--- src/hdl/vmc_pkg.sv ---
// voltage match check: shared constants, types and register layout
// assumes a 32-bit Avalon-MM slave port with byte addresses
package vmc_pkg;

    // ****************************************
    // register map (byte addresses)
    // ****************************************
    localparam logic [7:0] OFS_CTRL = 8'h00;
    localparam logic [7:0] OFS_GLOB = 8'h04;
    localparam logic [7:0] OFS_REF = 8'h08;
    localparam logic [7:0] OFS_BRK = 8'h0C;
    localparam logic [7:0] OFS_LIVE = 8'h10;
    localparam logic [7:0] OFS_COND = 8'h14;
    localparam logic [7:0] OFS_STAT = 8'h18;
    localparam logic [7:0] OFS_EST = 8'h1C;
    localparam logic [7:0] OFS_ROT = 8'h20;
    localparam logic [7:0] OFS_ANG = 8'h24;

    // ****************************************
    // widths and timing
    // ****************************************
    localparam int NSTG = 3;
    localparam int NOBJ = 5;
    localparam int VW = 14;  // voltage, 0.01 %Un
    localparam int TW = 19;  // time, 5 ms steps
    localparam int AW = 20;  // angle, 0.001 deg
    localparam int TIME_STEP_US = 5000;
    localparam int BRK_DEF_US = 50000;
    localparam int BRK_DEF_STEPS = BRK_DEF_US / TIME_STEP_US;

    // ****************************************
    // enumerations
    // ****************************************
    typedef enum logic [2:0] {BEH_ON, BEH_BLK, BEH_TEST, BEH_TBLK, BEH_OFF} vmc_beh_e;
    typedef enum logic [2:0] {FRC_NORMAL, FRC_S1_BLK, FRC_S1_OK, FRC_S2_BLK, FRC_S2_OK,
        FRC_S3_BLK, FRC_S3_OK} vmc_frc_e;
    typedef enum logic [1:0] {ST_IDLE, ST_OK, ST_BLK} vmc_st_e;

    // ****************************************
    // register layouts
    // ****************************************
    typedef struct packed {
        logic [2:0] target;
        logic auto_close;
        logic [2:0] start_gate;
        logic [2:0] stage_en;
        logic ref_line;
        logic [2:0] force_sel;
        logic [2:0] behav;
    } vmc_ctrl_s;

    typedef struct packed {
        logic full_refs;
        logic ch4_chk;
        logic ch3_chk;
        logic force_en;
        logic allow_mode;
    } vmc_glob_s;

    typedef struct packed {
        logic s3_sel;
        logic [1:0] s2_ref;
        logic [2:0] s1_ref;
    } vmc_ref_s;

    typedef struct packed {
        logic v_ok;
        logic f_ok;
        logic a_ok;
        logic [VW-1:0] bus_v;
        logic [VW-1:0] line_v;
    } vmc_meas_s;

    typedef struct packed {
        logic [TW-1:0] est;
        logic [TW-1:0] rot;
        logic signed [AW-1:0] ang;
    } vmc_phase_s;

    // ****************************************
    // reset values
    // ****************************************
    localparam vmc_ctrl_s CTRL_RST = '0;
    localparam vmc_glob_s GLOB_RST = '0;
    localparam vmc_ref_s REF_RST = '0;
    localparam logic [TW-1:0] BRK_RST = TW'(BRK_DEF_STEPS);
    localparam logic [VW-1:0] LIVE_RST = 14'h07D0;  // 20.00 %Un
    localparam logic [14:0] COND_RST = 15'h0421;  // live-live only, each stage
    localparam logic [2:0] REF_LN_MIN = 3'h4;

endpackage : vmc_pkg

--- src/hdl/vmc_top.sv ---
// voltage match check: three stage decisions, blocking, forcing and auto close
// assumes cycle_tick marks each program cycle on ref_clk, block_in comes from
// same-clock logic, start requests come from pins
//
// Design decisions made here: the placing of the registers and the Avalon-MM interface to the registers.
`timescale 1ns/1ps
`default_nettype none

// What this block does
// - blocking input is sampled once per program cycle and used throughout
// - match with no blocking raises match_ok_out
// - match under blocking raises blocked_out and ends that event
// - blocking after match_ok_out drops match_ok_out
// - configuration locked until third or fourth channel is in check mode
// - behaviour On/Blocked/Test/Test-Blocked/Off, default On, only when allowed
// - force selector, default Normal, per stage blocked or ok, only when enabled
// - reference side select, default bus measured and line reference
// - each stage has an enable, default off; disabled stage is silent
// - start-gated mode checks only while start request is active
// - stage one reference: none, three line-line, three line-neutral per wiring
// - stage two line-line only, needs both channels in check mode
// - stage three enabled by third-versus-fourth selection, default none
// - auto close exists only for stage one, default off
// - auto close issues its own close command once matched
// - close is issued early by the breaker time, 5 ms steps, default 50 ms
// - close goes to one of five objects, default the first
// - remaining time to alignment published in 5 ms steps
// - full relative rotation time published in 5 ms steps
// - angle difference published within 360 degrees at 0.001 degree
// - match needs magnitude, frequency and angle all within limits
// - allowed live/dead combinations per stage or bypass, default live-live
// - side is live above the live threshold, default 20 %Un
module vmc_top (
    // clock and reset
    input wire logic ref_clk,
    input wire logic arst_n,
    // avalon-mm slave
    input wire logic [7:0] avs_address,
    input wire logic avs_read,
    input wire logic avs_write,
    input wire logic [31:0] avs_writedata,
    output logic [31:0] avs_readdata,
    output logic avs_waitrequest,
    // program cycle and inputs
    input wire logic cycle_tick,
    input wire logic [2:0] block_in,
    input wire logic [2:0] start_request_input,
    input wire vmc_pkg::vmc_meas_s meas [3],
    input wire vmc_pkg::vmc_phase_s phase,
    // decisions
    output logic [2:0] match_ok_out,
    output logic [2:0] blocked_out,
    output logic [4:0] close_cmd_out
);

    // ****************************************
    // register bus
    // ****************************************
    vmc_pkg::vmc_ctrl_s ctrl_q, ctrl_d;
    vmc_pkg::vmc_glob_s glob_q, glob_d;
    vmc_pkg::vmc_ref_s ref_q, ref_d;
    logic [vmc_pkg::TW-1:0] brk_q, brk_d;
    logic [vmc_pkg::VW-1:0] live_q, live_d;
    logic [14:0] cond_q, cond_d;
    logic ack_q, ack_d;
    logic [31:0] rd_q, rd_d;
    logic wr_go;
    logic cfg_ok;
    vmc_pkg::vmc_ctrl_s wc;
    vmc_pkg::vmc_ref_s wr;
    logic armed_q, armed_d;
    vmc_pkg::vmc_phase_s ph_q, ph_d;

    // one wait state, then answer
    assign avs_waitrequest = (avs_read | avs_write) & ~ack_q;
    assign avs_readdata = rd_q;
    assign wr_go = avs_write & ack_q;
    assign cfg_ok = glob_q.ch3_chk | glob_q.ch4_chk;
    assign wc = vmc_pkg::vmc_ctrl_s'(avs_writedata[16:0]);
    assign wr = vmc_pkg::vmc_ref_s'(avs_writedata[5:0]);

    // register writes and read mux
    always_comb begin
        ack_d = (avs_read | avs_write) & ~ack_q;
        ctrl_d = ctrl_q;
        glob_d = glob_q;
        ref_d = ref_q;
        brk_d = brk_q;
        live_d = live_q;
        cond_d = cond_q;
        rd_d = rd_q;
        if (wr_go && avs_address == vmc_pkg::OFS_GLOB) begin
            glob_d = vmc_pkg::vmc_glob_s'(avs_writedata[4:0]);
        end
        if (wr_go && cfg_ok) begin
            unique case (avs_address)
                vmc_pkg::OFS_CTRL: begin
                    ctrl_d = wc;
                    if (!glob_q.allow_mode || wc.behav > 3'(vmc_pkg::BEH_OFF)) begin
                        ctrl_d.behav = ctrl_q.behav;
                    end
                    if (!glob_q.force_en || wc.force_sel > 3'(vmc_pkg::FRC_S3_OK)) begin
                        ctrl_d.force_sel = ctrl_q.force_sel;
                    end
                    if (wc.target >= 3'(vmc_pkg::NOBJ)) begin
                        ctrl_d.target = ctrl_q.target;
                    end
                end
                vmc_pkg::OFS_REF: begin
                    ref_d = wr;
                    if (wr.s1_ref == 3'h7 || (wr.s1_ref >= vmc_pkg::REF_LN_MIN && !glob_q.full_refs)) begin
                        ref_d.s1_ref = ref_q.s1_ref;
                    end
                end
                // breaker time in 5 ms steps
                vmc_pkg::OFS_BRK: brk_d = avs_writedata[vmc_pkg::TW-1:0];
                vmc_pkg::OFS_LIVE: live_d = avs_writedata[vmc_pkg::VW-1:0];
                vmc_pkg::OFS_COND: cond_d = avs_writedata[14:0];
                default: ;
            endcase
        end
        if (!ack_q) begin
            unique case (avs_address)
                vmc_pkg::OFS_CTRL: rd_d = {15'h0000, ctrl_q};
                vmc_pkg::OFS_GLOB: rd_d = {27'h0000000, glob_q};
                vmc_pkg::OFS_REF: rd_d = {26'h0000000, ref_q};
                vmc_pkg::OFS_BRK: rd_d = {13'h0000, brk_q};
                vmc_pkg::OFS_LIVE: rd_d = {18'h00000, live_q};
                vmc_pkg::OFS_COND: rd_d = {17'h00000, cond_q};
                vmc_pkg::OFS_STAT: rd_d = {24'h000000, armed_q, cfg_ok, blocked_out, match_ok_out};
                vmc_pkg::OFS_EST: rd_d = {13'h0000, ph_q.est};
                vmc_pkg::OFS_ROT: rd_d = {13'h0000, ph_q.rot};
                vmc_pkg::OFS_ANG: rd_d = {{12{ph_q.ang[vmc_pkg::AW-1]}}, ph_q.ang};
                default: rd_d = 32'h00000000;
            endcase
        end
    end

    // register bus flops
    always_ff @(posedge ref_clk or negedge arst_n) begin
        if (!arst_n) begin
            ack_q <= 1'b0;
            rd_q <= 32'h00000000;
            ctrl_q <= vmc_pkg::CTRL_RST;
            glob_q <= vmc_pkg::GLOB_RST;
            ref_q <= vmc_pkg::REF_RST;
            brk_q <= vmc_pkg::BRK_RST;
            live_q <= vmc_pkg::LIVE_RST;
            cond_q <= vmc_pkg::COND_RST;
        end else begin
            ack_q <= ack_d;
            rd_q <= rd_d;
            ctrl_q <= ctrl_d;
            glob_q <= glob_d;
            ref_q <= ref_d;
            brk_q <= brk_d;
            live_q <= live_d;
            cond_q <= cond_d;
        end
    end

    // ****************************************
    // input capture per program cycle
    // ****************************************
    logic [2:0] s1_q, s2_q, s3_q, start_q, start_d;
    logic [2:0] blk_q, blk_d;
    logic eval_q;
    vmc_pkg::vmc_meas_s ms_q [3];
    vmc_pkg::vmc_meas_s ms_d [3];

    // start debounce and cycle latch
    always_comb begin
        start_d = start_q;
        for (int i = 0; i < 3; i++) begin
            if (s2_q[i] == s3_q[i]) begin
                start_d[i] = s3_q[i];
            end
        end
        blk_d = cycle_tick ? block_in : blk_q;
        ph_d = cycle_tick ? phase : ph_q;
        for (int i = 0; i < 3; i++) begin
            ms_d[i] = cycle_tick ? meas[i] : ms_q[i];
        end
    end

    // capture flops
    always_ff @(posedge ref_clk or negedge arst_n) begin
        if (!arst_n) begin
            s1_q <= 3'h0;
            s2_q <= 3'h0;
            s3_q <= 3'h0;
            start_q <= 3'h0;
            blk_q <= 3'h0;
            eval_q <= 1'b0;
            ph_q <= '0;
            for (int i = 0; i < 3; i++) begin
                ms_q[i] <= '0;
            end
        end else begin
            s1_q <= start_request_input;
            s2_q <= s1_q;
            s3_q <= s2_q;
            start_q <= start_d;
            blk_q <= blk_d;
            eval_q <= cycle_tick;
            ph_q <= ph_d;
            for (int i = 0; i < 3; i++) begin
                ms_q[i] <= ms_d[i];
            end
        end
    end

    // ****************************************
    // stage decisions
    // ****************************************
    vmc_pkg::vmc_beh_e beh;
    logic gblk, outs_on;
    logic [2:0] avl, run, act, mt, bk, f_ok, f_bk;
    vmc_pkg::vmc_st_e st_q [3];
    vmc_pkg::vmc_st_e st_d [3];

    assign beh = glob_q.allow_mode ? vmc_pkg::vmc_beh_e'(ctrl_q.behav) : vmc_pkg::BEH_ON;
    assign gblk = beh == vmc_pkg::BEH_BLK || beh == vmc_pkg::BEH_TBLK;
    assign outs_on = beh == vmc_pkg::BEH_ON || beh == vmc_pkg::BEH_BLK;
    assign avl[0] = cfg_ok & (ref_q.s1_ref != 3'h0);
    assign avl[1] = glob_q.ch3_chk & glob_q.ch4_chk & (ref_q.s2_ref != 2'h0);
    assign avl[2] = cfg_ok & ref_q.s3_sel;

    // per-stage qualifiers
    always_comb begin
        for (int i = 0; i < 3; i++) begin
            logic ml, rl;
            logic [1:0] idx;
            ml = 1'b0;
            rl = 1'b0;
            idx = 2'h0;
            act[i] = avl[i] & ctrl_q.stage_en[i] & (beh != vmc_pkg::BEH_OFF);
            run[i] = act[i] & (~ctrl_q.start_gate[i] | start_q[i]);
            ml = (ctrl_q.ref_line ? ms_q[i].line_v : ms_q[i].bus_v) > live_q;
            rl = (ctrl_q.ref_line ? ms_q[i].bus_v : ms_q[i].line_v) > live_q;
            idx = {~ml, ~rl};
            mt[i] = ms_q[i].v_ok & ms_q[i].f_ok & ms_q[i].a_ok
                & (cond_q[5*i+4] | cond_q[5*i+idx]);
            bk[i] = blk_q[i] | gblk;
            f_bk[i] = glob_q.force_en && ctrl_q.force_sel == 3'(2*i+1);
            f_ok[i] = glob_q.force_en && ctrl_q.force_sel == 3'(2*i+2);
        end
    end

    // stage state next
    always_comb begin
        for (int i = 0; i < 3; i++) begin
            st_d[i] = st_q[i];
            if (eval_q) begin
                if (!run[i]) begin
                    st_d[i] = vmc_pkg::ST_IDLE;
                end else begin
                    unique case (st_q[i])
                        vmc_pkg::ST_IDLE: if (mt[i]) begin
                            st_d[i] = bk[i] ? vmc_pkg::ST_BLK : vmc_pkg::ST_OK;
                        end
                        vmc_pkg::ST_OK: if (bk[i] || !mt[i]) begin
                            st_d[i] = vmc_pkg::ST_IDLE;
                        end
                        vmc_pkg::ST_BLK: if (!mt[i]) begin
                            st_d[i] = vmc_pkg::ST_IDLE;
                        end
                        default: st_d[i] = vmc_pkg::ST_IDLE;
                    endcase
                end
            end
        end
    end

    // stage state flops
    always_ff @(posedge ref_clk or negedge arst_n) begin
        if (!arst_n) begin
            for (int i = 0; i < 3; i++) begin
                st_q[i] <= vmc_pkg::ST_IDLE;
            end
        end else begin
            for (int i = 0; i < 3; i++) begin
                st_q[i] <= st_d[i];
            end
        end
    end

    // ****************************************
    // outputs and auto close
    // ****************************************
    logic [2:0] ok_d, bo_d;
    logic [4:0] cl_d;

    // output decode and close timing
    always_comb begin
        for (int i = 0; i < 3; i++) begin
            ok_d[i] = act[i] & outs_on & (f_ok[i] | (~f_bk[i] & (st_d[i] == vmc_pkg::ST_OK)));
            bo_d[i] = act[i] & outs_on & (f_bk[i] | (~f_ok[i] & (st_d[i] == vmc_pkg::ST_BLK)));
        end
        cl_d = 5'h00;
        armed_d = armed_q;
        if (eval_q) begin
            if (!ok_d[0] || ph_q.est > brk_q) begin
                armed_d = 1'b1;
            end else if (ctrl_q.auto_close && armed_q) begin
                cl_d[ctrl_q.target] = 1'b1;
                armed_d = 1'b0;
            end
        end
    end

    // output flops
    always_ff @(posedge ref_clk or negedge arst_n) begin
        if (!arst_n) begin
            match_ok_out <= 3'h0;
            blocked_out <= 3'h0;
            close_cmd_out <= 5'h00;
            armed_q <= 1'b1;
        end else begin
            match_ok_out <= ok_d;
            blocked_out <= bo_d;
            close_cmd_out <= cl_d;
            armed_q <= armed_d;
        end
    end

    // ****************************************
    // assertions
    // ****************************************
    AST_BLK_SAMPLE: assert property (@(posedge ref_clk) disable iff (!arst_n)
        cycle_tick |=> blk_q == $past(block_in))
        else $error("block not sampled at cycle start");
    AST_BLK_HOLD: assert property (@(posedge ref_clk) disable iff (!arst_n)
        !cycle_tick |=> $stable(blk_q))
        else $error("block changed between cycle starts");
    AST_OK_RISE: assert property (@(posedge ref_clk) disable iff (!arst_n)
        eval_q && run[0] && st_q[0] == vmc_pkg::ST_IDLE && mt[0] && !bk[0]
        |=> st_q[0] == vmc_pkg::ST_OK)
        else $error("match without blocking not ok");
    AST_BLK_RISE: assert property (@(posedge ref_clk) disable iff (!arst_n)
        eval_q && run[0] && st_q[0] == vmc_pkg::ST_IDLE && mt[0] && bk[0]
        |=> st_q[0] == vmc_pkg::ST_BLK)
        else $error("blocked match not flagged");
    AST_OK_DROP: assert property (@(posedge ref_clk) disable iff (!arst_n)
        eval_q && st_q[0] == vmc_pkg::ST_OK && bk[0] && !f_ok[0] |=> !match_ok_out[0])
        else $error("ok kept under blocking");
    AST_DISABLED: assert property (@(posedge ref_clk) disable iff (!arst_n)
        !ctrl_q.stage_en[2] |=> !match_ok_out[2] && !blocked_out[2])
        else $error("disabled stage drives output");
    AST_LOCK: assert property (@(posedge ref_clk) disable iff (!arst_n)
        wr_go && !cfg_ok && avs_address == vmc_pkg::OFS_CTRL |=> $stable(ctrl_q))
        else $error("config written while locked");
    AST_CLOSE_ONCE: assert property (@(posedge ref_clk) disable iff (!arst_n)
        close_cmd_out != 5'h00 |=> close_cmd_out == 5'h00 && !armed_q)
        else $error("close repeated");
    AST_CLOSE_EN: assert property (@(posedge ref_clk) disable iff (!arst_n)
        close_cmd_out != 5'h00 |-> $past(ctrl_q.auto_close) && $past(ph_q.est) <= $past(brk_q))
        else $error("close without enable or early");
    AST_FORCE: assert property (@(posedge ref_clk) disable iff (!arst_n)
        f_ok[0] && act[0] && outs_on |=> match_ok_out[0] && !blocked_out[0])
        else $error("forced ok not shown");
    AST_START: assert property (@(posedge ref_clk) disable iff (!arst_n)
        eval_q && ctrl_q.start_gate[0] && !start_q[0] |=> st_q[0] == vmc_pkg::ST_IDLE)
        else $error("checking without start");

endmodule : vmc_top

`default_nettype wire

--- config.mk ---
export PLATFORM = sky130hd
export DESIGN_NAME = vmc_top
export DESIGN_NICKNAME = d
export VERILOG_FILES = /design/src/hdl/vmc_pkg.sv /design/src/hdl/vmc_top.sv
export SDC_FILE = /design/constraint.sdc
export NUM_CORES = 1
export LEC_CHECK = 0
export BUFFER_PORTS_ARGS = -buffer_cell sky130_fd_sc_hd__buf_2
export CORE_MARGIN = 2
export CORE_UTILIZATION = 50
export CTS_CLUSTER_DIAMETER = 200
export CTS_CLUSTER_SIZE = 8
export DETAILED_ROUTE_END_ITERATION = 7
export GPL_ROUTABILITY_DRIVEN = 0
export PLACE_DENSITY = 0.72
export SYNTH_ARGS = -nofsm -noshare
export SYNTH_HDL_FRONTEND = slang
export SYNTH_SLANG_ARGS = --single-unit
--- constraint.sdc ---
create_clock -name ref_clk -period 10.1 [get_ports ref_clk]
set_clock_uncertainty 0.15 [all_clocks]
set_input_delay 0.505 -clock ref_clk [delete_from_list [all_inputs] [get_ports ref_clk]]
set_output_delay 0.505 -clock ref_clk [all_outputs]
set_load 0.005 [all_outputs]
## After elaboration in Yosys (flattened, before gate mapping)

Index checks and enable logic that the tools add are counted.

- Bits in registers: 294
- Input bits: 202
- Output and inout port bits: 44
- Logic and storage cells: 268

- Add/sub/neg operators: 2
- Order comparisons: 16
- Equality and inequality tests: 34
- Muxes and demuxes: 42
- Bitwise gates (word level): 76
- Reduce and logical (&&, ||, !) cells: 45

Operators with widths:

| cell | number |
|---|---|
| $pmux 32 s10 | 1 |
| $gt 14x14->1 | 6 |
| $mux 14 | 6 |
| $and 1x1->1 | 39 |
| $mux 2 | 18 |
| $eq 8x5->1 const B | 4 |
| $not 1->1 | 20 |
| $gt 19x19->1 | 1 |
| $pmux 2 s3 | 3 |
| $or 1x1->1 | 17 |
| $eq 8x4->1 const B | 2 |
| $eq 8x6->1 const B | 2 |
| $mux 5 | 3 |
| $eq 2x1->1 const B | 6 |
| $eq 2x2->1 const B | 6 |
| $eq 3x3->1 const B | 4 |
| $reduce_and 2->1 | 6 |
| $reduce_and 3->1 | 4 |
| $logic_and 1x1->1 | 11 |
| $eq 3x2->1 const B | 3 |
| $logic_or 1x1->1 | 9 |
| $bmux 1 s4 | 2 |
| $eq 8x3->1 const B | 1 |
| $logic_not 8->1 | 1 |
| other kinds (21) | 40 |

## Longest topological paths before layout

- Depth in word-level cells: 21
- Mapped depth: 15
- Gate-level depth less buffers: 12

## Worst setup path after synthesis

No wires, ideal clock.

- Path type: register to register
- From: register ctrl_q[6] (netlist name)
- To: register close_cmd_out[2]
- Setup time: 0.080 ns
- Data arrival time: 3.710 ns
- Required time: 9.870 ns
- Slack: 6.160 ns
- Cell stages (with the launch flop): 15
- Buffers on the path: 3
- Clock period less this slack: 3.940 ns
- Cell sequence: dfrtp_1 -> clkbuf_1 -> buf_1 -> clkbuf_1 -> mux2_2 -> ha_1 -> nor2b_1 -> o211ai_1 -> a2111o_1 -> a21oi_1 -> and4bb_2 -> a311oi_2 -> o221ai_2 -> nor4_2 -> nor3b_2

- Longest elaborated chain between the ends: 21
- Elaborated cells between the ends (all ways): 26
- Those cells by class: 2 x order compare; 1 x eq/ne; 12 x mux; 7 x bitwise; 4 x reduce/logical

RTL lines:

| item | line | text |
|---|---|---|
| from (decl) | vmc_top.sv:59 | `vmc_pkg::vmc_ctrl_s ctrl_q, ctrl_d;` |
| from (signal assigned) | vmc_top.sv:144 | `ctrl_q <= vmc_pkg::CTRL_RST;` |
| from (signal assigned) | vmc_top.sv:153 | `ctrl_q <= ctrl_d;` |
| $mux 14 (on tied branches) | vmc_top.sv:240, vmc_top.sv:239 |  |
| $gt 14x14->1 (on tied branches) | vmc_top.sv:240, vmc_top.sv:239 |  |
| $not 1->1 | vmc_top.sv:241 | `idx = {~ml, ~rl};` |
| $bmux 1 s2 (*) | vmc_top.sv:243 | `& (cond_q[5*i+4] \| cond_q[5*i+idx]);` |
| $mux 1 (implied by the code) (*) | vmc_top.sv:243 |  |
| $or 1x1->1 (*) | vmc_top.sv:243 |  |
| $and 1x1->1 (*) | vmc_top.sv:243 |  |
| $logic_not 1->1 | n/a |  |
| (+6 left out) | n/a |  |
| $and 1x1->1 (*) | vmc_top.sv:297 | `ok_d[i] = act[i] & outs_on & (f_ok[i] \| (~f_bk[i] & (st_d[i] == vmc_pkg::ST_OK)));` |
| $or 1x1->1 (*) | vmc_top.sv:297 |  |
| $and 1x1->1 (*) | vmc_top.sv:297 |  |
| $logic_not 1->1 (*) | vmc_top.sv:303 | `if (!ok_d[0] \|\| ph_q.est > brk_q) begin` |
| $logic_or 1x1->1 (*) | vmc_top.sv:303 |  |
| $mux 5 (*) | vmc_top.sv:303 |  |
| $mux 5 (*) | vmc_top.sv:302 | `if (eval_q) begin` |
| net cl_d[2] | vmc_top.sv:292 | `logic [4:0] cl_d;` |
| to (signal assigned) | vmc_top.sv:322 | `close_cmd_out <= cl_d;` |
| to (decl) | vmc_top.sv:53 | `output logic [4:0] close_cmd_out` |

The timed path passes the listed nets; every way through them passes the cells marked *. The select of a mux whose other input is x is not followed.
A chain may end at the register's enable or synchronous reset.

## Final worst setup path

Same ends and word-level chain as after synthesis.

==> results.toml <==
[synth]
synth_cell_types = 71
synth_top_area_share_pct = 44.8
ys_seq_area_share_pct = 46.9
async_flop_share_pct = 100
syn_area_um2 = 15100
postSynthCellCount = 1270
synth_warnings = 0
postSynthAreaPerCell_um2 = 11.9
synth.most_common_cell = "mux2_2"
post-synth-top-area-cell = "dfrtp_1"
ys.flop_type = "dfrtp_1"
synth_common_cells = "303 x mux2_2, 270 x dfrtp_1, 103 x ha_1"
synth_seq_cells = 282
synth_edf_count = 0
synth_area_leaders = "dfrtp_1 45%, mux2_2 23%, ha_1 8.5%, dfstp_2 2.1%, nand2_1 2.0%"
syn_nets = 1575

[route]
wl_per_cell_um = 21.2
drt-initial-drc-count = 721
viasPerCell = 5.88
via_count = 11279
wl_um = 40700
drcViolationCount = 0
first_pass_iters = 5
ant_nets = 0

[pwr]
p_per_area_nw_per_um2 = 162
total_leakage_power_uw = 0.00816
p_int_uw = 2150
clock_power_share_pct = 44.9
ir_drop_mv = 0.0997
p_comb_share_pct = 11.5
pwr-share-seq_pct = 43.6
swShare_pct = 25.1
p_sw_uw = 722

[worst_hold_path]
hold_path.class = "in -> reg"
hold_depth = 3

[global_route]
grt_first_pass_wirelength_um = 62800
antenna_found_initial = 3
grt_overflow = 0
grtUsageTotal_pct = 26.0
grt_pass1_vias = 11401
grt_max_degree = 87

[floorplan]
core_um2 = 29600
die_y_um = 178
rows = 63
io_pins = 246
initial_core_util_pct = 50.9
die_area_um2 = 31600
die_x_um = 178

[clock_network]
ctsHoldBuffers = 4
cts_tree = "yes"
clockBufferDepth = 3
clk_latency_ps = 540
cts_resized = 0
root_buffer = "clkbuf_16"
cts_made_buffers = 41
post_cts_buffers = 0
htreeDepth = 2
cts.clk_slew.worst_paths_ps = 50
cts.sinks = 282

[sta]
rsz0062_at_grt = "no"
fmax_mhz = 217
final-setup-viol-count = 0
final_hold_viol_count = 0
setup-tns-final_ps = 0
max_slew_margin_pct = 14.5
final.min_clock_period_ps = 4620
setup_slack_ps = 5480
finalCritPeriodShare_pct = 45.7
max_slew.worst_pin.slew_ps = 1280
slew_violations = 0

[placement]
io_buffers = 232
dp_hpwl_um = 28900
post-place-ws_ps = 5530

[worst_setup_path]
cp.arrival_ps = 4920
critPathKind = "reg -> reg"
endpoint_kind = "register"
crit_fanout = 86
cp-start-kind = "register"
required_ps = 10400
reg2reg_depth = 10

[job]
maxCapViolations = 0

[outcome]
outcome = "completed"

[layout]
drive_above_1_share_pct = 40.8
fill_cells = 2474
final_nets = 1801
area_growth_pct = 18.0
## per-stage QoR
step	cell area (µm²)	instances	util, %	hold slack (ps)	total power (µW)
global route	17800	1917	60.0	38.5	2990
detailed placement	16500	1839	55.8	190	1600
finish	17800	1918	60.0	43.4	2870
floorplan	15100	1270	-	59.4	1460
CTS	17800	1917	60.0	30.8	2900
global placement	16500	1839	55.8	185	1590
## cell type report
| cell class | count | area (µm²) | share of cell area (%) |
|---|---|---|---|
| Sequential cell | 282 | 7080 | 39.8 |
| Tap cell | 390 | 488 | 2.74 |
| Clock buffer | 71 | 1160 | 6.52 |
| Multi-Input combinational cell | 872 | 7520 | 42.3 |
| Inverter | 52 | 195 | 1.10 |
| Timing Repair Buffer | 247 | 1300 | 7.31 |
| Antenna cell | 1 | 2.50 | 0.0141 |
| Clock inverter | 3 | 45.0 | 0.253 |
## flip-flops by register name, indices dropped and copies added, names as in the netlist, 5 cells and up
name           cells
ms_q              93
ph_q              58
avs_readdata      20
brk_q             19
ctrl_q            17
cond_q            15
live_q            14
ref_q              6
st_q               6
close_cmd_out      5
glob_q             5
## power groups by stage
stage / Clock (µW) / Sequential, µW / Combinational, µW
final: 1290 / 1250 / 331
after CTS: 1310 / 1250 / 333
after global placement: 0 / 1270 / 318
after global routing: 1360 / 1260 / 370
after floorplan: 0 / 1250 / 210
after detailed placement: 0 / 1270 / 329
## logic make-up after synthesis
family | synth area share [%]
flops | 46.9
buf+inv | 3.20
compound gates | 9.95
fa+ha+maj | 8.75
mux | 23.3
simple gates | 7.89
## routing by layer
metal / up-vias / track usage, % / routed length [µm]
li1: 5155 / - / -
met1: 5551 / 34.6 / 17500
met2: 459 / 40.5 / 18400
met3: 110 / 5.96 / 3130
met4: 4 / 11.5 / 1620
met5: - / 0 / 28
## path summary, 6_finish.rpt
| kind | slack, ps | endpoint | start |
|---|---|---|---|
| max reg2reg | 5480 | close_cmd_out[2] | ctrl_q[6] |
| max in group asynchronous | 7360 | ref_q[2] | arst_n |
| min in group asynchronous | 380 | ms_q[22] | arst_n |
| min reg2reg | 200 | s2_q[0] | s1_q[0] |
| max | 5480 | close_cmd_out[2] | ctrl_q[6] |
| min | 40 | ph_q[39] | phase[39] |
## cells in the final DEF (no fill, tap or decap), types with 36 or more instances in the layout
cell type / count
nand2_1: 79
clkbuf_16: 42
buf_2: 230
dfrtp_1: 269
nor2_1: 46
mux2_2: 303
a21oi_1: 51
ha_1: 103
inv_1: 52
nand3_1: 36
## critical path, stage by stage (launching register included)
cell	delay, ps
dfrtp_4	1140
mux2_2	430
ha_1	310
nand4_1	160
a2111o_1	400
a21oi_1	360
and4bb_2	300
a311oi_2	350
o221ai_2	250
nor4_2	400
nor3b_2	230
(Power assumes the default switching activity.)
